**src/inc/cfsc_pkg.sv**
```systemverilog
// Package for the codec frame pulse and serial chain port.
// Assumes a 10 MHz system clock and an APB register bus.
package cfsc_pkg;
   // Register byte addresses
   localparam logic [7:0] CTRL1_OFS = 8'h04;
   localparam logic [7:0] CTRL2_OFS = 8'h08;
   localparam logic [7:0] CTRL3_OFS = 8'h0C;
   localparam logic [7:0] STAT_OFS = 8'h10;
   localparam logic [7:0] CTRL_RST = 8'h00;
   // Field positions
   localparam int C1_WORD16_BIT = 0;
   localparam int C1_SRC_LSB = 4;
   localparam int C2_FSD_OFF_BIT = 2;
   // Delay field limits
   localparam logic [5:0] DLY_ZERO_MAX = 6'h11;
   localparam logic [5:0] DLY_RED_MIN = 6'h09;
   // Frame layout in shift-clock cycles
   localparam logic [7:0] WORD_LEN = 8'h10;
   localparam logic [7:0] SEC_POS = 8'h80;
   localparam logic [7:0] POS_RST = 8'hFF;
   localparam logic [3:0] BIT_LAST = 4'hF;
   // Timing
   localparam int SYS_PERIOD_NS = 100;
   localparam int SCLK_PERIOD_NS = 800;
   localparam int QTR_NS = SCLK_PERIOD_NS / 4;
   localparam int SCLK_DIV = SCLK_PERIOD_NS / SYS_PERIOD_NS;
   localparam int QTR_RAW = QTR_NS / SYS_PERIOD_NS;
   localparam int QTR_CYC = (QTR_RAW < 1) ? 1 : QTR_RAW;
   localparam logic [3:0] PH_LAST = 4'(SCLK_DIV - 1);
   localparam logic [3:0] PH_FALL = 4'(SCLK_DIV / 2 - 1);
   localparam logic [3:0] PH_QTR = 4'(SCLK_DIV - 1 - QTR_CYC);
   localparam logic [3:0] PH_HALF = 4'(SCLK_DIV / 2);

   typedef enum logic [1:0] {
      XF_IDLE = 2'b00,
      XF_PRIM = 2'b01,
      XF_SEC = 2'b10
   } cfsc_xfer_t;

   typedef struct packed {
      logic [1:0] slaves;
      logic [5:0] delay;
   } cfsc_cfg3_t;

   typedef struct packed {
      logic valid;
      logic sec;
      logic [15:0] data;
   } cfsc_word_t;
endpackage

```
**src/core/cfsc_sync.sv**
```systemverilog
// Two-stage synchroniser, one stage pair per bit.
// Assumes each bit is an independent level from outside the clock domain.
`timescale 1ns/1ns
`default_nettype none
module cfsc_sync #(
   parameter int W = 1,
   parameter logic [W-1:0] INIT = '0
) (
   input wire logic clk_i,
   input wire logic rst_b_i,
   input wire logic [W-1:0] d_i,
   output logic [W-1:0] q_o
);
   logic [W-1:0] meta;

   for (genvar i = 0; i < W; i++) begin : g_bit
      always_ff @(posedge clk_i or negedge rst_b_i) begin
         if (!rst_b_i) begin
            meta[i] <= INIT[i];
            q_o[i] <= INIT[i];
         end else begin
            meta[i] <= d_i[i];
            q_o[i] <= meta[i];
         end
      end
   end
endmodule // cfsc_sync
`default_nettype wire

```
**src/core/cfsc_port.sv**
```systemverilog
// Serial data port and frame pulse chain of a master/slave voice codec.
// Assumes APB from the host; link pins arrive asynchronously and
// are resynchronised; shift clock is an input in slave mode.
//
// The register offsets and register access over APB were decided locally.
`timescale 1ns/1ns
`default_nettype none
// Function
// - slave times transfers from frame pulse input
// - master zero delay: quarter clock early
// - master delay above 17 counts shift clocks
// - delay 1 to 17 acts as zero
// - slave zero delay: follows incoming pulse
// - slave delay above 17 counts shift clocks
// - delay held in control3 bits 0-5
// - reduced variant: one slave at most
// - reduced variant: control2 bit2 disables
// - reduced variant doubles delay count
// - shared input until control3 programmed
// - own time slot once programmed
// - primary every frame, secondary on request
// - request by pin or, in 15-bit mode, input bit 0
// - control1 bit0 word length, 15-bit default
// - 16-bit mode all bits to converter
// - 16-bit word each way per frame
// - control1 bits 4-5 select inputs
// - slave output hidden until slaves nonzero
// - master frame pulse per slot and slave
// - frame equals 256 shift clocks
module cfsc_port #(
   parameter bit REDUCED = 1'b0,
   parameter int MAX_SLAVES = 3
) (
   input wire logic sys_clk_i,
   input wire logic rst_b_i,
   input wire logic [7:0] paddr_i,
   input wire logic psel_i,
   input wire logic penable_i,
   input wire logic pwrite_i,
   input wire logic [31:0] pwdata_i,
   output logic [31:0] prdata_o,
   output logic pready_o,
   output logic pslverr_o,
   input wire logic ms_mode_i,
   input wire logic sclk_i,
   output logic sclk_o,
   output logic sclk_oe_o,
   input wire logic frame_pulse_i,
   output logic frame_pulse_o,
   output logic frame_pulse_oe_o,
   output logic delayed_frame_pulse_o,
   input wire logic din_i,
   output logic dout_o,
   output logic dout_oe_o,
   input wire logic hw_secondary_request_i,
   input wire logic [15:0] adc_word_i,
   input wire logic [15:0] sec_tx_word_i,
   output cfsc_pkg::cfsc_word_t rx_o,
   output logic [1:0] src_sel_o
);
   import cfsc_pkg::*;

   if (MAX_SLAVES < 1 || MAX_SLAVES > 3) begin : g_bad_slaves
      $error("MAX_SLAVES must be 1 to 3");
   end
   if (SCLK_DIV < 4 || SCLK_DIV > 16) begin : g_bad_div
      $error("shift clock divider out of range");
   end

   logic [7:0] ctrl1;
   logic [7:0] ctrl2;
   cfsc_cfg3_t ctrl3;
   logic master, sclk_s, fs_s, din_s, hwreq_s;
   logic sclk_d, fs_prev;
   logic [3:0] ph;
   logic [7:0] pos;
   logic sec_frm;
   cfsc_xfer_t st;
   logic [3:0] bit_cnt;
   logic [15:0] tx_sh;
   logic [15:0] rx_sh;
   logic dly_on;
   logic [6:0] dly_cnt;
   logic [3:0] hold;
   logic rise, fall, qtr, own_start, done, prim_end, req_now;
   logic word16, fsd_off, zero_mode, dout_en;
   logic [6:0] m_eff;
   logic [1:0] n_eff;
   logic [7:0] pos_nx;

   cfsc_sync #(.W(5), .INIT(5'h06)) u_sync (
      .clk_i(sys_clk_i),
      .rst_b_i(rst_b_i),
      .d_i({ms_mode_i, sclk_i, frame_pulse_i, din_i,
            hw_secondary_request_i}),
      .q_o({master, sclk_s, fs_s, din_s, hwreq_s})
   );

   // APB slave, no wait state: answer in the first access cycle
   always_ff @(posedge sys_clk_i or negedge rst_b_i) begin
      if (!rst_b_i) begin
         pready_o <= 1'b0;
         pslverr_o <= 1'b0;
         prdata_o <= 32'h0000_0000;
      end else begin
         pready_o <= psel_i && !penable_i;
         pslverr_o <= 1'b0;
         prdata_o <= 32'h0000_0000;
         if (psel_i && !penable_i) begin
            case (paddr_i)
               CTRL1_OFS: prdata_o <= {24'h000000, ctrl1};
               CTRL2_OFS: prdata_o <= {24'h000000, ctrl2};
               CTRL3_OFS: prdata_o <= {24'h000000, ctrl3};
               STAT_OFS: prdata_o <= {24'h000000, st, sec_frm, master,
                                      zero_mode, delayed_frame_pulse_o,
                                      frame_pulse_o, dout_oe_o};
               default: pslverr_o <= 1'b1;
            endcase
         end
      end
   end

   always_ff @(posedge sys_clk_i or negedge rst_b_i) begin
      if (!rst_b_i) begin
         ctrl1 <= CTRL_RST;
         ctrl2 <= CTRL_RST;
         ctrl3 <= CTRL_RST;
      end else if (psel_i && penable_i && pready_o && pwrite_i) begin
         case (paddr_i)
            CTRL1_OFS: ctrl1 <= pwdata_i[7:0];
            CTRL2_OFS: ctrl2 <= pwdata_i[7:0];
            CTRL3_OFS: ctrl3 <= pwdata_i[7:0];
            default: ;
         endcase
      end
   end

   assign src_sel_o = ctrl1[C1_SRC_LSB +: 2];
   assign word16 = ctrl1[C1_WORD16_BIT];
   assign fsd_off = REDUCED && ctrl2[C2_FSD_OFF_BIT];

   always_comb begin
      m_eff = {1'b0, ctrl3.delay};
      if (REDUCED)
         m_eff = (ctrl3.delay < DLY_RED_MIN) ? 7'h00 : {ctrl3.delay, 1'b0};
      else if (ctrl3.delay <= DLY_ZERO_MAX)
         m_eff = 7'h00;
      n_eff = ctrl3.slaves;
      if (REDUCED && ctrl3.slaves != 2'b00)
         n_eff = 2'b01;
      else if (int'(ctrl3.slaves) > MAX_SLAVES)
         n_eff = 2'(MAX_SLAVES);
   end
   assign zero_mode = (m_eff == 7'h00);
   // slave output waits for slave count
   assign dout_en = master || (ctrl3.slaves != 2'b00);

   function automatic logic slot_hit(input logic [7:0] p,
                                     input logic s,
                                     input logic [6:0] m,
                                     input logic [1:0] n);
      logic hit;
      logic [7:0] b;
      hit = 1'b0;
      b = 8'h00;
      for (int k = 0; k < 4; k++) begin
         b = 8'(k * int'(m));
         if (k <= int'(n) && (k == 0 || m != 7'h00)) begin
            if (8'(p - b) < WORD_LEN)
               hit = 1'b1;
            if (s && 8'(p - b - SEC_POS) < WORD_LEN)
               hit = 1'b1;
         end
      end
      return hit;
   endfunction

   // Master shift clock divider; slave edges from the synced pin
   always_ff @(posedge sys_clk_i or negedge rst_b_i) begin
      if (!rst_b_i) begin
         ph <= 4'h0;
         sclk_o <= 1'b1;
         // Set high though the synchroniser resets sclk low: a slave sees one fall after reset
         sclk_d <= 1'b1;
      end else begin
         ph <= (ph == PH_LAST) ? 4'h0 : ph + 4'h1;
         sclk_o <= (ph == PH_LAST) || (ph + 4'h1 < PH_HALF);
         sclk_d <= sclk_s;
      end
   end

   assign rise = master ? (ph == PH_LAST) : (sclk_s && !sclk_d);
   assign fall = master ? (ph == PH_FALL) : (!sclk_s && sclk_d);
   assign qtr = master && (ph == PH_QTR);
   assign pos_nx = pos + 8'h01;

   always_comb begin
      if (master)
         own_start = rise && st == XF_IDLE &&
                     (pos_nx == 8'h00 || (pos_nx == SEC_POS && sec_frm));
      else
         own_start = rise && st == XF_IDLE && !fs_s && fs_prev;
   end
   assign done = rise && st != XF_IDLE && bit_cnt == BIT_LAST;
   assign prim_end = done && st == XF_PRIM;
   assign req_now = hwreq_s || (!word16 && rx_sh[0]);

   always_ff @(posedge sys_clk_i or negedge rst_b_i) begin
      if (!rst_b_i) begin
         pos <= POS_RST;
         fs_prev <= 1'b1;
         frame_pulse_o <= 1'b1;
         frame_pulse_oe_o <= 1'b0;
         sclk_oe_o <= 1'b0;
      end else begin
         frame_pulse_oe_o <= master;
         sclk_oe_o <= master;
         if (rise) begin
            pos <= pos_nx;
            fs_prev <= fs_s;
            frame_pulse_o <= !(master &&
                               slot_hit(pos_nx, sec_frm, m_eff, n_eff));
         end
      end
   end

   always_ff @(posedge sys_clk_i or negedge rst_b_i) begin
      if (!rst_b_i)
         sec_frm <= 1'b0;
      else if (prim_end && req_now)
         sec_frm <= 1'b1;
      else if (master && rise && pos_nx == 8'h00)
         sec_frm <= 1'b0;
      else if (!master && done && st == XF_SEC)
         sec_frm <= 1'b0;
   end

   always_ff @(posedge sys_clk_i or negedge rst_b_i) begin
      if (!rst_b_i) begin
         st <= XF_IDLE;
         bit_cnt <= 4'h0;
         tx_sh <= 16'h0000;
         rx_sh <= 16'h0000;
         dout_o <= 1'b0;
         dout_oe_o <= 1'b0;
         rx_o <= '0;
      end else begin
         rx_o.valid <= 1'b0;
         if (fall && st != XF_IDLE)
            rx_sh <= {rx_sh[14:0], din_s};
         case (st)
            XF_IDLE: begin
               if (own_start) begin
                  st <= sec_frm ? XF_SEC : XF_PRIM;
                  tx_sh <= sec_frm ? sec_tx_word_i : adc_word_i;
                  dout_o <= sec_frm ? sec_tx_word_i[15] : adc_word_i[15];
                  bit_cnt <= 4'h0;
                  dout_oe_o <= dout_en;
               end
            end
            XF_PRIM, XF_SEC: begin
               if (done) begin
                  st <= XF_IDLE;
                  dout_oe_o <= 1'b0;
                  rx_o.valid <= 1'b1;
                  rx_o.sec <= (st == XF_SEC);
                  rx_o.data <= (st == XF_PRIM && !word16) ?
                               {rx_sh[15:1], 1'b0} : rx_sh;
               end else if (rise) begin
                  bit_cnt <= bit_cnt + 4'h1;
                  tx_sh <= {tx_sh[14:0], 1'b0};
                  dout_o <= tx_sh[14];
               end
               if (!dout_en)
                  dout_oe_o <= 1'b0;
            end
            default: st <= XF_IDLE;
         endcase
      end
   end

   always_ff @(posedge sys_clk_i or negedge rst_b_i) begin
      if (!rst_b_i) begin
         delayed_frame_pulse_o <= 1'b1;
         dly_on <= 1'b0;
         dly_cnt <= 7'h00;
         hold <= 4'h0;
      end else if (fsd_off) begin
         delayed_frame_pulse_o <= 1'b1;
         dly_on <= 1'b0;
      end else if (zero_mode) begin
         dly_on <= 1'b0;
         if (master && qtr)
            delayed_frame_pulse_o <= !slot_hit(pos_nx, sec_frm,
                                               7'h00, 2'b00);
         else if (!master)
            delayed_frame_pulse_o <= fs_s;
      end else if (rise) begin
         if (own_start) begin
            dly_on <= 1'b1;
            dly_cnt <= 7'h00;
         end else if (dly_on) begin
            dly_cnt <= dly_cnt + 7'h01;
            if (dly_cnt + 7'h01 == m_eff) begin
               delayed_frame_pulse_o <= 1'b0;
               hold <= BIT_LAST;
               dly_on <= 1'b0;
            end
         end
         if (!delayed_frame_pulse_o) begin
            if (hold == 4'h0)
               delayed_frame_pulse_o <= 1'b1;
            else
               hold <= hold - 4'h1;
         end
      end
   end
endmodule // cfsc_port
`default_nettype wire

```
**config.mk**
```make
export PLATFORM = sky130hd
export DESIGN_NAME = cfsc_port
export DESIGN_NICKNAME = d
export VERILOG_FILES = /design/src/inc/cfsc_pkg.sv /design/src/core/cfsc_sync.sv /design/src/core/cfsc_port.sv
export SDC_FILE = /design/constraint.sdc
export NUM_CORES = 1
export LEC_CHECK = 0
export ABC_CLOCK_PERIOD_IN_PS = 4400
export BUFFER_PORTS_ARGS = -buffer_cell sky130_fd_sc_hd__buf_2
export CAP_MARGIN = 0
export CORE_MARGIN = 1
export CORE_UTILIZATION = 40
export CTS_CLUSTER_SIZE = 8
export DETAILED_ROUTE_END_ITERATION = 7
export HOLD_SLACK_MARGIN = 0.15
export PLACE_DENSITY_LB_ADDON = 0.25
export SETUP_SLACK_MARGIN = 0.02
export SLEW_MARGIN = 20
export SYNTH_ARGS = -nofsm -noshare
export SYNTH_HDL_FRONTEND = slang
export SYNTH_SLANG_ARGS = --single-unit
```
**constraint.sdc**
```tcl
create_clock -name sys_clk_i -period 4.4 [get_ports sys_clk_i]
set_clock_uncertainty 0.1 [all_clocks]
set_input_delay 0.22 -clock sys_clk_i [delete_from_list [all_inputs] [get_ports sys_clk_i]]
set_output_delay 0.22 -clock sys_clk_i [all_outputs]
set_load 0.05 [all_outputs]
```
## Word-level counts from Yosys, hierarchy flattened

Cells that the tools add are included.

- Bits in registers: 156
- Input port bits: 82
- Output and inout port bits: 61
- Logic and storage cells: 222

- Order comparisons: 13
- Reduce and logical (&&, ||, !) cells: 67
- Equality and inequality tests: 18
- Add/subtract/negate cells: 12
- Mux-type cells: 72
- Multiply operators: 1
- Bitwise gates (word level): 1

Operator list:

| cell | count |
|---|---|
| 8-bit by 5-bit less-than comparator with 1-bit output, second input constant | 8 |
| 15-bit two-way mux | 4 |
| 1-bit two-way mux | 44 |
| 18-bit two-way mux | 2 |
| 4-bit two-way mux | 9 |
| 1-bit logical AND | 32 |
| 32-bit two-way mux | 1 |
| 8-bit case mux with 4 select lines | 1 |
| 8-bit subtractor, second input constant | 4 |
| 15-bit case mux with 2 select lines | 1 |
| 8-bit by 4-bit equality test with 1-bit output, second input constant | 2 |
| 8-bit subtractor | 2 |
| 7-bit two-way mux | 2 |
| 2-bit AND reduction | 7 |
| 2-bit nonzero test | 5 |
| 4-bit by 1-bit adder with 4-bit output, second input constant | 2 |
| 8-bit by 1-bit adder with 8-bit output, second input constant | 1 |
| 4-bit by 3-bit equality test with 1-bit output, second input constant | 2 |
| 8-bit by 3-bit equality test with 1-bit output, second input constant | 1 |
| 8-bit by 5-bit equality test with 1-bit output, second input constant | 1 |
| 8-bit equality test, second input constant | 1 |
| 1-bit zero test | 8 |
| 8-bit zero test | 1 |
| 2-bit by 7-bit multiplier with 8-bit output, first input constant | 1 |
| other kinds (30) | 42 |

## Longest topological paths before layout

Gate-level depths: netlist of run 1.

- Depth in word-level cells: 17
- Mapped depth: 15
- Mapped depth without buffers: 13

## By module

From an unflattened synthesis of run 1, not the netlist that was laid out.

- Cell total of the unflattened synthesis: 701
- Area total of the unflattened synthesis: 7262.0 um^2

Modules (own cells, without submodules):

| module | cells an instance | sequential area each (um^2) | times used | area an instance (um^2) |
|---|---|---|---|---|
| cfsc_port | 691 | 3069.2 | 1 | 7006.7 |
| cfsc_sync | 10 | 255.2 | 1 | 255.2 |

## Worst setup path before layout of run 1

OpenSTA, ideal clock, no wires.

- Kind: register to register
- Start point: register ctrl3[5] (netlist name)
- End point: register frame_pulse_o
- Arrival: 2.944 ns
- Setup time: 0.087 ns
- Path buffers: 1
- Path slack: 1.269 ns
- Cell stages (with the launch flop): 12
- Period minus slack after synthesis: 3.131 ns
- Data required time: 4.213 ns
- Path through: dfrtp_1 clkbuf_1 o21ai_0 fa_1 ha_1 a211oi_1 o21bai_1 a21o_1 a21oi_1 xnor2_1 nor4_1 o31ai_1

- Cells in the longest elaborated chain, start to end: 17
- Elaborated cells between the ends (all ways): 34
- Classes of those cells: add/sub (6); mul (1); order compare (7); mux (11); reduce/logical (9)

Ends and longest elaborated chain:

| element | RTL line | text |
|---|---|---|
| start, declared | cfsc_port.sv:72 | `cfsc_cfg3_t ctrl3;` |
| start signal, assigned | cfsc_port.sv:132 | `CTRL3_OFS: ctrl3 <= pwdata_i[7:0];` |
| 6-bit by 5-bit <= comparator with 1-bit output | cfsc_port.sv:146 | `else if (ctrl3.delay <= DLY_ZERO_MAX)` |
| 6-bit two-way mux * | cfsc_port.sv:146 |  |
| branches (longest 11 deep; another with 2-bit by 7-bit multiplier with 8-bit output) | n/a |  |
| 1-bit two-way mux * | cfsc_port.sv:168 | `if (k <= int'(n) && (k == 0 \|\| m != 7'h00)) begin` |
| 1-bit two-way mux * | cfsc_port.sv:218 | `if (rise) begin` |
| 1-bit logical AND * | cfsc_port.sv:221 | `frame_pulse_o <= !(master &&` |
| 1-bit zero test * | cfsc_port.sv:221 |  |
| end signal, assigned | cfsc_port.sv:221 |  |
| end, declared | cfsc_port.sv:49 | `output logic frame_pulse_o,` |

Every way passes the cells marked *. The select of a mux whose other input is x is not followed.
A chain may end at the register's enable or synchronous reset.

## Worst setup path after layout of run 1

- Start point: register pos[0]
- End point: register dly_cnt[0]

- Cells in the longest elaborated chain, start to end: 8
- Elaborated cells between the ends (all ways): 10
- Classes of those cells: add/sub (1); eq/ne (1); mux (2); reduce/logical (6)

Ends and longest elaborated chain:

| element | RTL line | text |
|---|---|---|
| start, declared | cfsc_port.sv:76 | `logic [7:0] pos;` |
| start signal, assigned | cfsc_port.sv:219 | `pos <= pos_nx;` |
| 8-bit by 1-bit adder with 8-bit output * | cfsc_port.sv:195 | `assign pos_nx = pos + 8'h01;` |
| 8-bit equality test | cfsc_port.sv:200 | `(pos_nx == 8'h00 \|\| (pos_nx == SEC_POS && sec_frm));` |
| 1-bit logical AND | cfsc_port.sv:200 |  |
| 1-bit logical OR * | cfsc_port.sv:200 |  |
| 1-bit logical AND * | cfsc_port.sv:199 | `own_start = rise && st == XF_IDLE &&` |
| 1-bit two-way mux * | cfsc_port.sv:198 | `if (master)` |
| 2-bit nonzero test (no line) | n/a |  |
| 3-bit AND reduction (no line) | n/a |  |
| end signal, assigned | cfsc_port.sv:303 | `dly_cnt <= dly_cnt + 7'h01;` |
| end, declared | cfsc_port.sv:83 | `logic [6:0] dly_cnt;` |

Mark *: on every way between the ends. The rest lies on a longest branch, timed or not.

==> results.sh, run 1 <==
export IMPL_grt_max_degree=101
export IMPL_cp_max_fo=8
export IMPL_layout_common_cells="dfrtp_1 (115), buf_2 (93), nand2_1 (73), mux2_2 (57), dlygate4sd3_1 (50)"
export IMPL_ys_flop_type="dfrtp_1"
export IMPL_regArea_um2=3320
export IMPL_startpoint_type="register"
export IMPL_cts_resized=0
export IMPL_clk_latency_ns=0.43
export IMPL_io_buffers=94
export IMPL_ys_ff_latch=132
export IMPL_crit_type="register to register"
export IMPL_ff2ff_setup_slack_ns=0.77
export IMPL_crit_path_max_incr_delay_ns=0.60
export IMPL_ant_nets=0
export IMPL_path_clk_slew_ns=0.06
export IMPL_routabilityCongestion=0.850
export IMPL_synth_warnings=0
export IMPL_antenna_found_initial=0
export IMPL_cp_arrival_ns=3.84
export IMPL_grt_pass1_vias=5473
export IMPL_wl_um=16500
export IMPL_power_density_nw_per_um2=465
export IMPL_cp_slowest_cell="dfstp_2"
export IMPL_cp_end_kind="register"
export IMPL_final_area_um2=8790
export IMPL_first_iter_violations=353
export IMPL_worst_slew_pin_slew_ns=0.933
export IMPL_ios=143
export IMPL_cts_root_buf="clkbuf_16"
export IMPL_fin_crit_sh=0.825
export IMPL_hold_depth=5
export IMPL_utilization=0.506
export IMPL_dpl_hpwl_um=11300
export IMPL_rsz0062_at_grt="false"
export IMPL_start_util=0.411
export IMPL_cts_sinks=132
export IMPL_numCtsBuffers=17
export IMPL_fin_tns_setup_ns=0
export IMPL_maxCapViolCount=0
export IMPL_synth_top_area_share=0.404
export IMPL_relSlewSlack=0.378
export IMPL_path_delay_family="simple AND/OR/NAND/NOR gates"
export IMPL_nets=938
export IMPL_overflow=0
export IMPL_syn_area_per_cell_um2=10.4
export IMPL_holdCritPathClass="primary input to register"
export IMPL_reg2reg_from="pos[0]"
export IMPL_syn_inst=684
export IMPL_syn_to_final_growth_pct=23.3
export IMPL_yosysTopAreaCell="dfrtp_1"
export IMPL_drive_above_1_share=0.255
export IMPL_fillers=1552
export IMPL_period_needed_ns=3.63
export IMPL_die_h_um=135
export IMPL_min_delay_start="adc_word_i[14]"
export IMPL_outcome="finished clean"
export IMPL_rows=48
export IMPL_synthArstFlopShare=1.00
export IMPL_hold_path_endpoint="tx_sh[14]"
export IMPL_synth_area_top_cells="dfrtp_1 (40%), mux2_2 (9.0%), dfstp_2 (6.3%)"
export IMPL_multi_input_area_um2=3440
export IMPL_worstPathRequired_ns=4.61
export IMPL_regToRegEndpoint="dly_cnt[0]"
export IMPL_vias=5546
export IMPL_synth_edf_count=0
export IMPL_dieArea_um2=18400
export IMPL_clockBufferDepth=2
export IMPL_diodes=0
export IMPL_die_w_um=135
export IMPL_core_area_um2=17400
export IMPL_viasPerCell=5.23
export IMPL_ir_drop_mv=0.302
export IMPL_layout_commonest_cell="dfrtp_1"
export IMPL_drtPass1Iterations=7
export IMPL_yosysUniqueCellTypes=61
export IMPL_htreeDepth=4
export IMPL_setup_violations=0
export IMPL_dpl_instance_area_um2=7690
export IMPL_crit_chain="ha_1 -> and3_1 -> a31oi_1 -> or4_1 -> o311a_1 -> nor3_1 -> o21ai_1 -> mux2_2"
export IMPL_hold_viol_final=0
export IMPL_routedWlPerCell_um=15.5
export IMPL_cts_setup_buffers=0
export IMPL_drc=0
export IMPL_cts_tree="yes"
export IMPL_power_leakage_nw=4.13
export IMPL_hold_buffers=50
export IMPL_drv_slew=0
export IMPL_timing_fmax_mhz=275
export IMPL_crit_buf_inv=0
export IMPL_fin_total_pwr_mw=4.09
export IMPL_syn_area_um2=7130
export IMPL_ys_seq_area_frac=0.467
export IMPL_reg2regPathDepth=8
export IMPL_grtUsageTotal=0.190
export IMPL_grt_pass1_wl_um=27100
==> state kept, by name, indices dropped and copies added, names as in the netlist, 2 cells and up <==
register / count
pos: 8
ctrl3: 6
ctrl2: 8
u_sync.meta: 5
ctrl1: 8
dly_cnt: 7
st: 2
tx_sh: 15
hold: 4
u_sync.q_o: 5
prdata_o: 8
n_eff: 2
rx_sh: 16
rx_o: 18
bit_cnt: 4
ph: 4
==> cells in the mapped netlist (all sizes together) (4+ instances only) <==
cell type and number:
dfrtp 115, nand2 73, mux2 57, nor2 45
a21oi 40, buf 38, o21ai 35, ha 30
inv 24, xnor2 23, clkbuf 20, mux2i 20
nand3 20, dfstp 17, nor3 15, xor2 12
a222oi 8, and3 6, a21o 5, a22o 5
nor2b 5, o22ai 5, a211oi 4, fa 4
nand2b 4, o21a 4, o31ai 4
==> worst register-to-register path: stages, from the launching register on <==
cell	delay (ns)
dfstp_2	0.60
ha_1	0.36
and3_1	0.23
a31oi_1	0.13
or4_1	0.56
o311a_1	0.34
nor3_1	0.60
o21ai_1	0.27
mux2_2	0.33
==> worst max path at each step <==
stage	from	end	slack, ns	cells after the start
after floorplan	ctrl3[5]	frame_pulse_o	1.27	11
after global placement	pos[0]	dly_cnt[0]	0.91	8
after detailed placement	pos[0]	dly_cnt[0]	0.81	8
after CTS	pos[0]	dly_cnt[0]	0.78	8
after global routing	pos[0]	dly_cnt[0]	0.52	8
final	pos[0]	dly_cnt[0]	0.77	8
==> logic make-up (layout without fill, tap and decap cells) <==
kind of cell             count (synthesis)  in the layout  share of synthesized area
other                                    1             24                   0.000526
adder cells (fa/ha/maj)                 34             34                     0.0639
multiplexers                            77             77                      0.118
flip-flops                             132            132                      0.467
buffers and inverters                   82            210                     0.0629
AO/OA/AOI/OAI                          136            136                      0.126
XOR/XNOR                                35             35                     0.0430
AND/OR/NAND/NOR                        187            187                      0.119
==> stage by stage <==
| step | std cells | setup slack, ns | hold slack (ns) |
|---|---|---|---|
| after floorplan | 707 | 1.27 | -0.176 |
| after CTS | 1060 | 0.784 | 0.150 |
| after global placement | 978 | 0.905 | 0.229 |
| after detailed placement | 978 | 0.806 | 0.228 |
| final | 1060 | 0.768 | 0.159 |
| after global routing | 1060 | 0.525 | 0.194 |
==> power by group <==
part	internal, mW	switching [mW]	total (mW)
Combinational	0.477	0.648	1.13
Clock	0.810	0.615	1.43
Sequential	1.38	0.153	1.54
Total	2.67	1.42	4.09
==> layout make-up <==
type,instances,area share
clock inverters,14,0.0188
clock buffers,18,0.0488
flip-flops and latches,132,0.378
inverters,24,0.0103
repair buffers,154,0.120
well taps,225,0.0320
multi-input cells,493,0.392
==> routing by layer <==
layer,vias up,GRT usage,part of all wire
met2,139,0.318,0.50
li1,2653,-,-
met4,0,0.0674,0.016
met1,2731,0.240,0.45
met5,-,0,0
met3,23,0.0423,0.043
(Power assumes the default switching activity.)
==> inputs of run 2 (changes only) <==
--- a/config.mk
+++ b/config.mk
@@ -5,7 +5,7 @@
 export SDC_FILE = /design/constraint.sdc
 export NUM_CORES = 1
 export LEC_CHECK = 0
-export ABC_CLOCK_PERIOD_IN_PS = 4400
+export ABC_CLOCK_PERIOD_IN_PS = 2900
 export BUFFER_PORTS_ARGS = -buffer_cell sky130_fd_sc_hd__buf_2
 export CAP_MARGIN = 0
 export CORE_MARGIN = 1
==> constraint.sdc (replaced) <==
create_clock -name sys_clk_i -period 2.9 [get_ports sys_clk_i]
set_clock_uncertainty 0.1 [all_clocks]
set_input_delay 0.145 -clock sys_clk_i [delete_from_list [all_inputs] [get_ports sys_clk_i]]
set_output_delay 0.145 -clock sys_clk_i [all_outputs]
set_load 0.05 [all_outputs]
==> run 2 against run 1 <==
The run now ends with negative setup slack left; utilization increased by 5.0 points; non-clock buffer count increased by 65; die area unchanged; worst hold slack improved by 0.089 ns.
==> results.sh, run 2 (synthesis results as in run 1) <==
export IMPL_largest_reg_flops=18
export IMPL_viasPerCell=5.23
export IMPL_drc=0
export IMPL_maxCapViolCount=0
export IMPL_fin_crit_sh=1.02
export IMPL_rows=48
export IMPL_relSlewSlack=0.355
export IMPL_setup_violations=3
export IMPL_antenna_found_initial=0
export IMPL_holdCritPathClass="primary input to register"
export IMPL_overflow=0
export IMPL_layout_setup_ws_ns=-0.0527
export IMPL_syn_to_final_growth_pct=35.5
export IMPL_grtUsageTotal=0.198
export IMPL_cp_arrival_ns=3.21
export IMPL_regToRegEndpoint="frame_pulse_o"
export IMPL_grt_pass1_vias=5740
export IMPL_dieArea_um2=18400
export IMPL_htreeDepth=4
export IMPL_period_needed_ns=2.95
export IMPL_outcome="finished, violations left"
export IMPL_ios=143
export IMPL_violations="negative setup slack"
export IMPL_worstPathRequired_ns=3.15
export IMPL_regMostFlops="rx_o"
export IMPL_drv_slew=0
export IMPL_path_clk_slew_ns=0.06
export IMPL_hold_depth=4
export IMPL_reg2regPathDepth=11
export IMPL_dpl_hpwl_um=12100
export IMPL_crit_type="register to register"
export IMPL_dpl_instance_area_um2=8130
export IMPL_die_w_um=135
export IMPL_first_iter_violations=433
export IMPL_cp_end_kind="register"
export IMPL_routabilityCongestion=0.861
export IMPL_startpoint="pos[1]"
export IMPL_largest_registers="rx_o (18), rx_sh (16), tx_sh (15)"
export IMPL_clk_latency_ns=0.43
export IMPL_die_h_um=135
export IMPL_layout_commonest_cell="dfrtp_1"
export IMPL_power_leakage_nw=4.56
export IMPL_ant_nets=0
export IMPL_io_buffers=94
export IMPL_clockBufferDepth=2
export IMPL_fillers=1478
export IMPL_vias=5888
export IMPL_reg2reg_from="pos[1]"
export IMPL_numCtsBuffers=17
export IMPL_place_ws_ns=-0.175
export IMPL_ff2ff_setup_slack_ns=-0.05
export IMPL_fin_total_pwr_mw=6.82
export IMPL_final_area_um2=9660
export IMPL_cts_sinks=132
export IMPL_timing_fmax_mhz=339
export IMPL_drive_above_1_share=0.356
export IMPL_power_density_nw_per_um2=706
export IMPL_ir_drop_mv=0.536
export IMPL_cts_tree="yes"
export IMPL_diodes=0
export IMPL_cts_root_buf="clkbuf_16"
export IMPL_cp_max_fo=3
export IMPL_startpoint_type="register"
export IMPL_nets=1004
export IMPL_wl_um=18200
export IMPL_hold_path_endpoint="prdata_o[4]"
export IMPL_hold_viol_final=0
export IMPL_layout_common_cells="dfrtp_1 (115), buf_2 (93), buf_4 (61), nand2_1 (59), mux2_2 (57)"
export IMPL_min_delay_start="psel_i"
export IMPL_core_area_um2=17400
export IMPL_routedWlPerCell_um=16.1
export IMPL_grt_pass1_wl_um=28100
export IMPL_rsz0062_at_grt="true"
export IMPL_grt_max_degree=117
export IMPL_start_util=0.411
export IMPL_drtPass1Iterations=7
export IMPL_worst_slew_pin_slew_ns=0.958
==> run 2: cell count changes in the layout (fill, tap and decap cells not counted), sizes merged <==
cell         delta
buf            +58
clkbuf          +6
inv             -3
clkinvlp        +2
dlygate4sd3     +2
a221o           +1
==> run 2: worst max-delay path by stage <==
stage | end | slack, ns | cells past startpoint
after CTS | frame_pulse_o | -0.08 | 12
after global placement | st[1] | -0.17 | 9
final | frame_pulse_o | -0.05 | 11
after global routing | frame_pulse_o | -0.21 | 12
after detailed placement | frame_pulse_o | -0.18 | 11
after floorplan | frame_pulse_o | -0.006 | 12
==> run 2: report_power, final <==
part | switching, mW | leakage [nW] | internal (mW) | total (mW)
clock network | 0.859 | 0.273 | 1.21 | 2.07
logic | 1.24 | 2.56 | 1.17 | 2.41
registers | 0.236 | 1.72 | 2.10 | 2.34
total | 2.33 | 4.56 | 4.49 | 6.82
==> run 2: worst max-delay path, cell delays in order, from the launching register on <==
cell     delay [ns]
dfstp_2        0.56
buf_6          0.10
and2_4         0.14
buf_4          0.12
nand2_1        0.11
xnor2_2        0.20
fa_1           0.50
ha_4           0.28
xor2_1         0.16
o31a_1         0.25
nor4_2         0.27
o31ai_1        0.09
==> run 2: repair_timing <==
action                                 CTS  global route
setup endpoints to repair               34            28
setup buffers                            2             4
endpoints found under the hold margin  148             0
gates cloned                             0             7
resized for setup                       10            60
pin swaps                                7            19
hold buffers                            52             0
==> run 2: through the flow <==
step	utilization	hold slack [ns]	cells	setup TNS, ns
2_1_floorplan	-	-0.251	707	-0.00642
3_3_place_gp	0.468	0.155	1029	-1.04
3_5_place_dp	0.468	0.152	1029	-1.38
4_1_cts	0.535	0.208	1115	-0.0776
5_1_grt	0.556	0.254	1126	-0.574
6_report	0.556	0.248	1126	-0.0942
==> run 2: final cells by class <==
class	count	area [µm²]	share of cell area
flip-flops and latches	132	3320	0.344
repair buffers	219	1650	0.170
clock buffers	19	443	0.0459
multi-input cells	494	3750	0.388
well taps	225	282	0.0291
clock inverters	13	126	0.0131
inverters	24	90.1	0.00933
==> run 2: per-layer routing <==
metal,global-route usage,share of wire,vias to the layer above
li1,-,-,2808
met1,0.250,0.44,2873
met2,0.326,0.49,174
met3,0.0516,0.047,33
met4,0.0768,0.023,0
met5,0,0,-
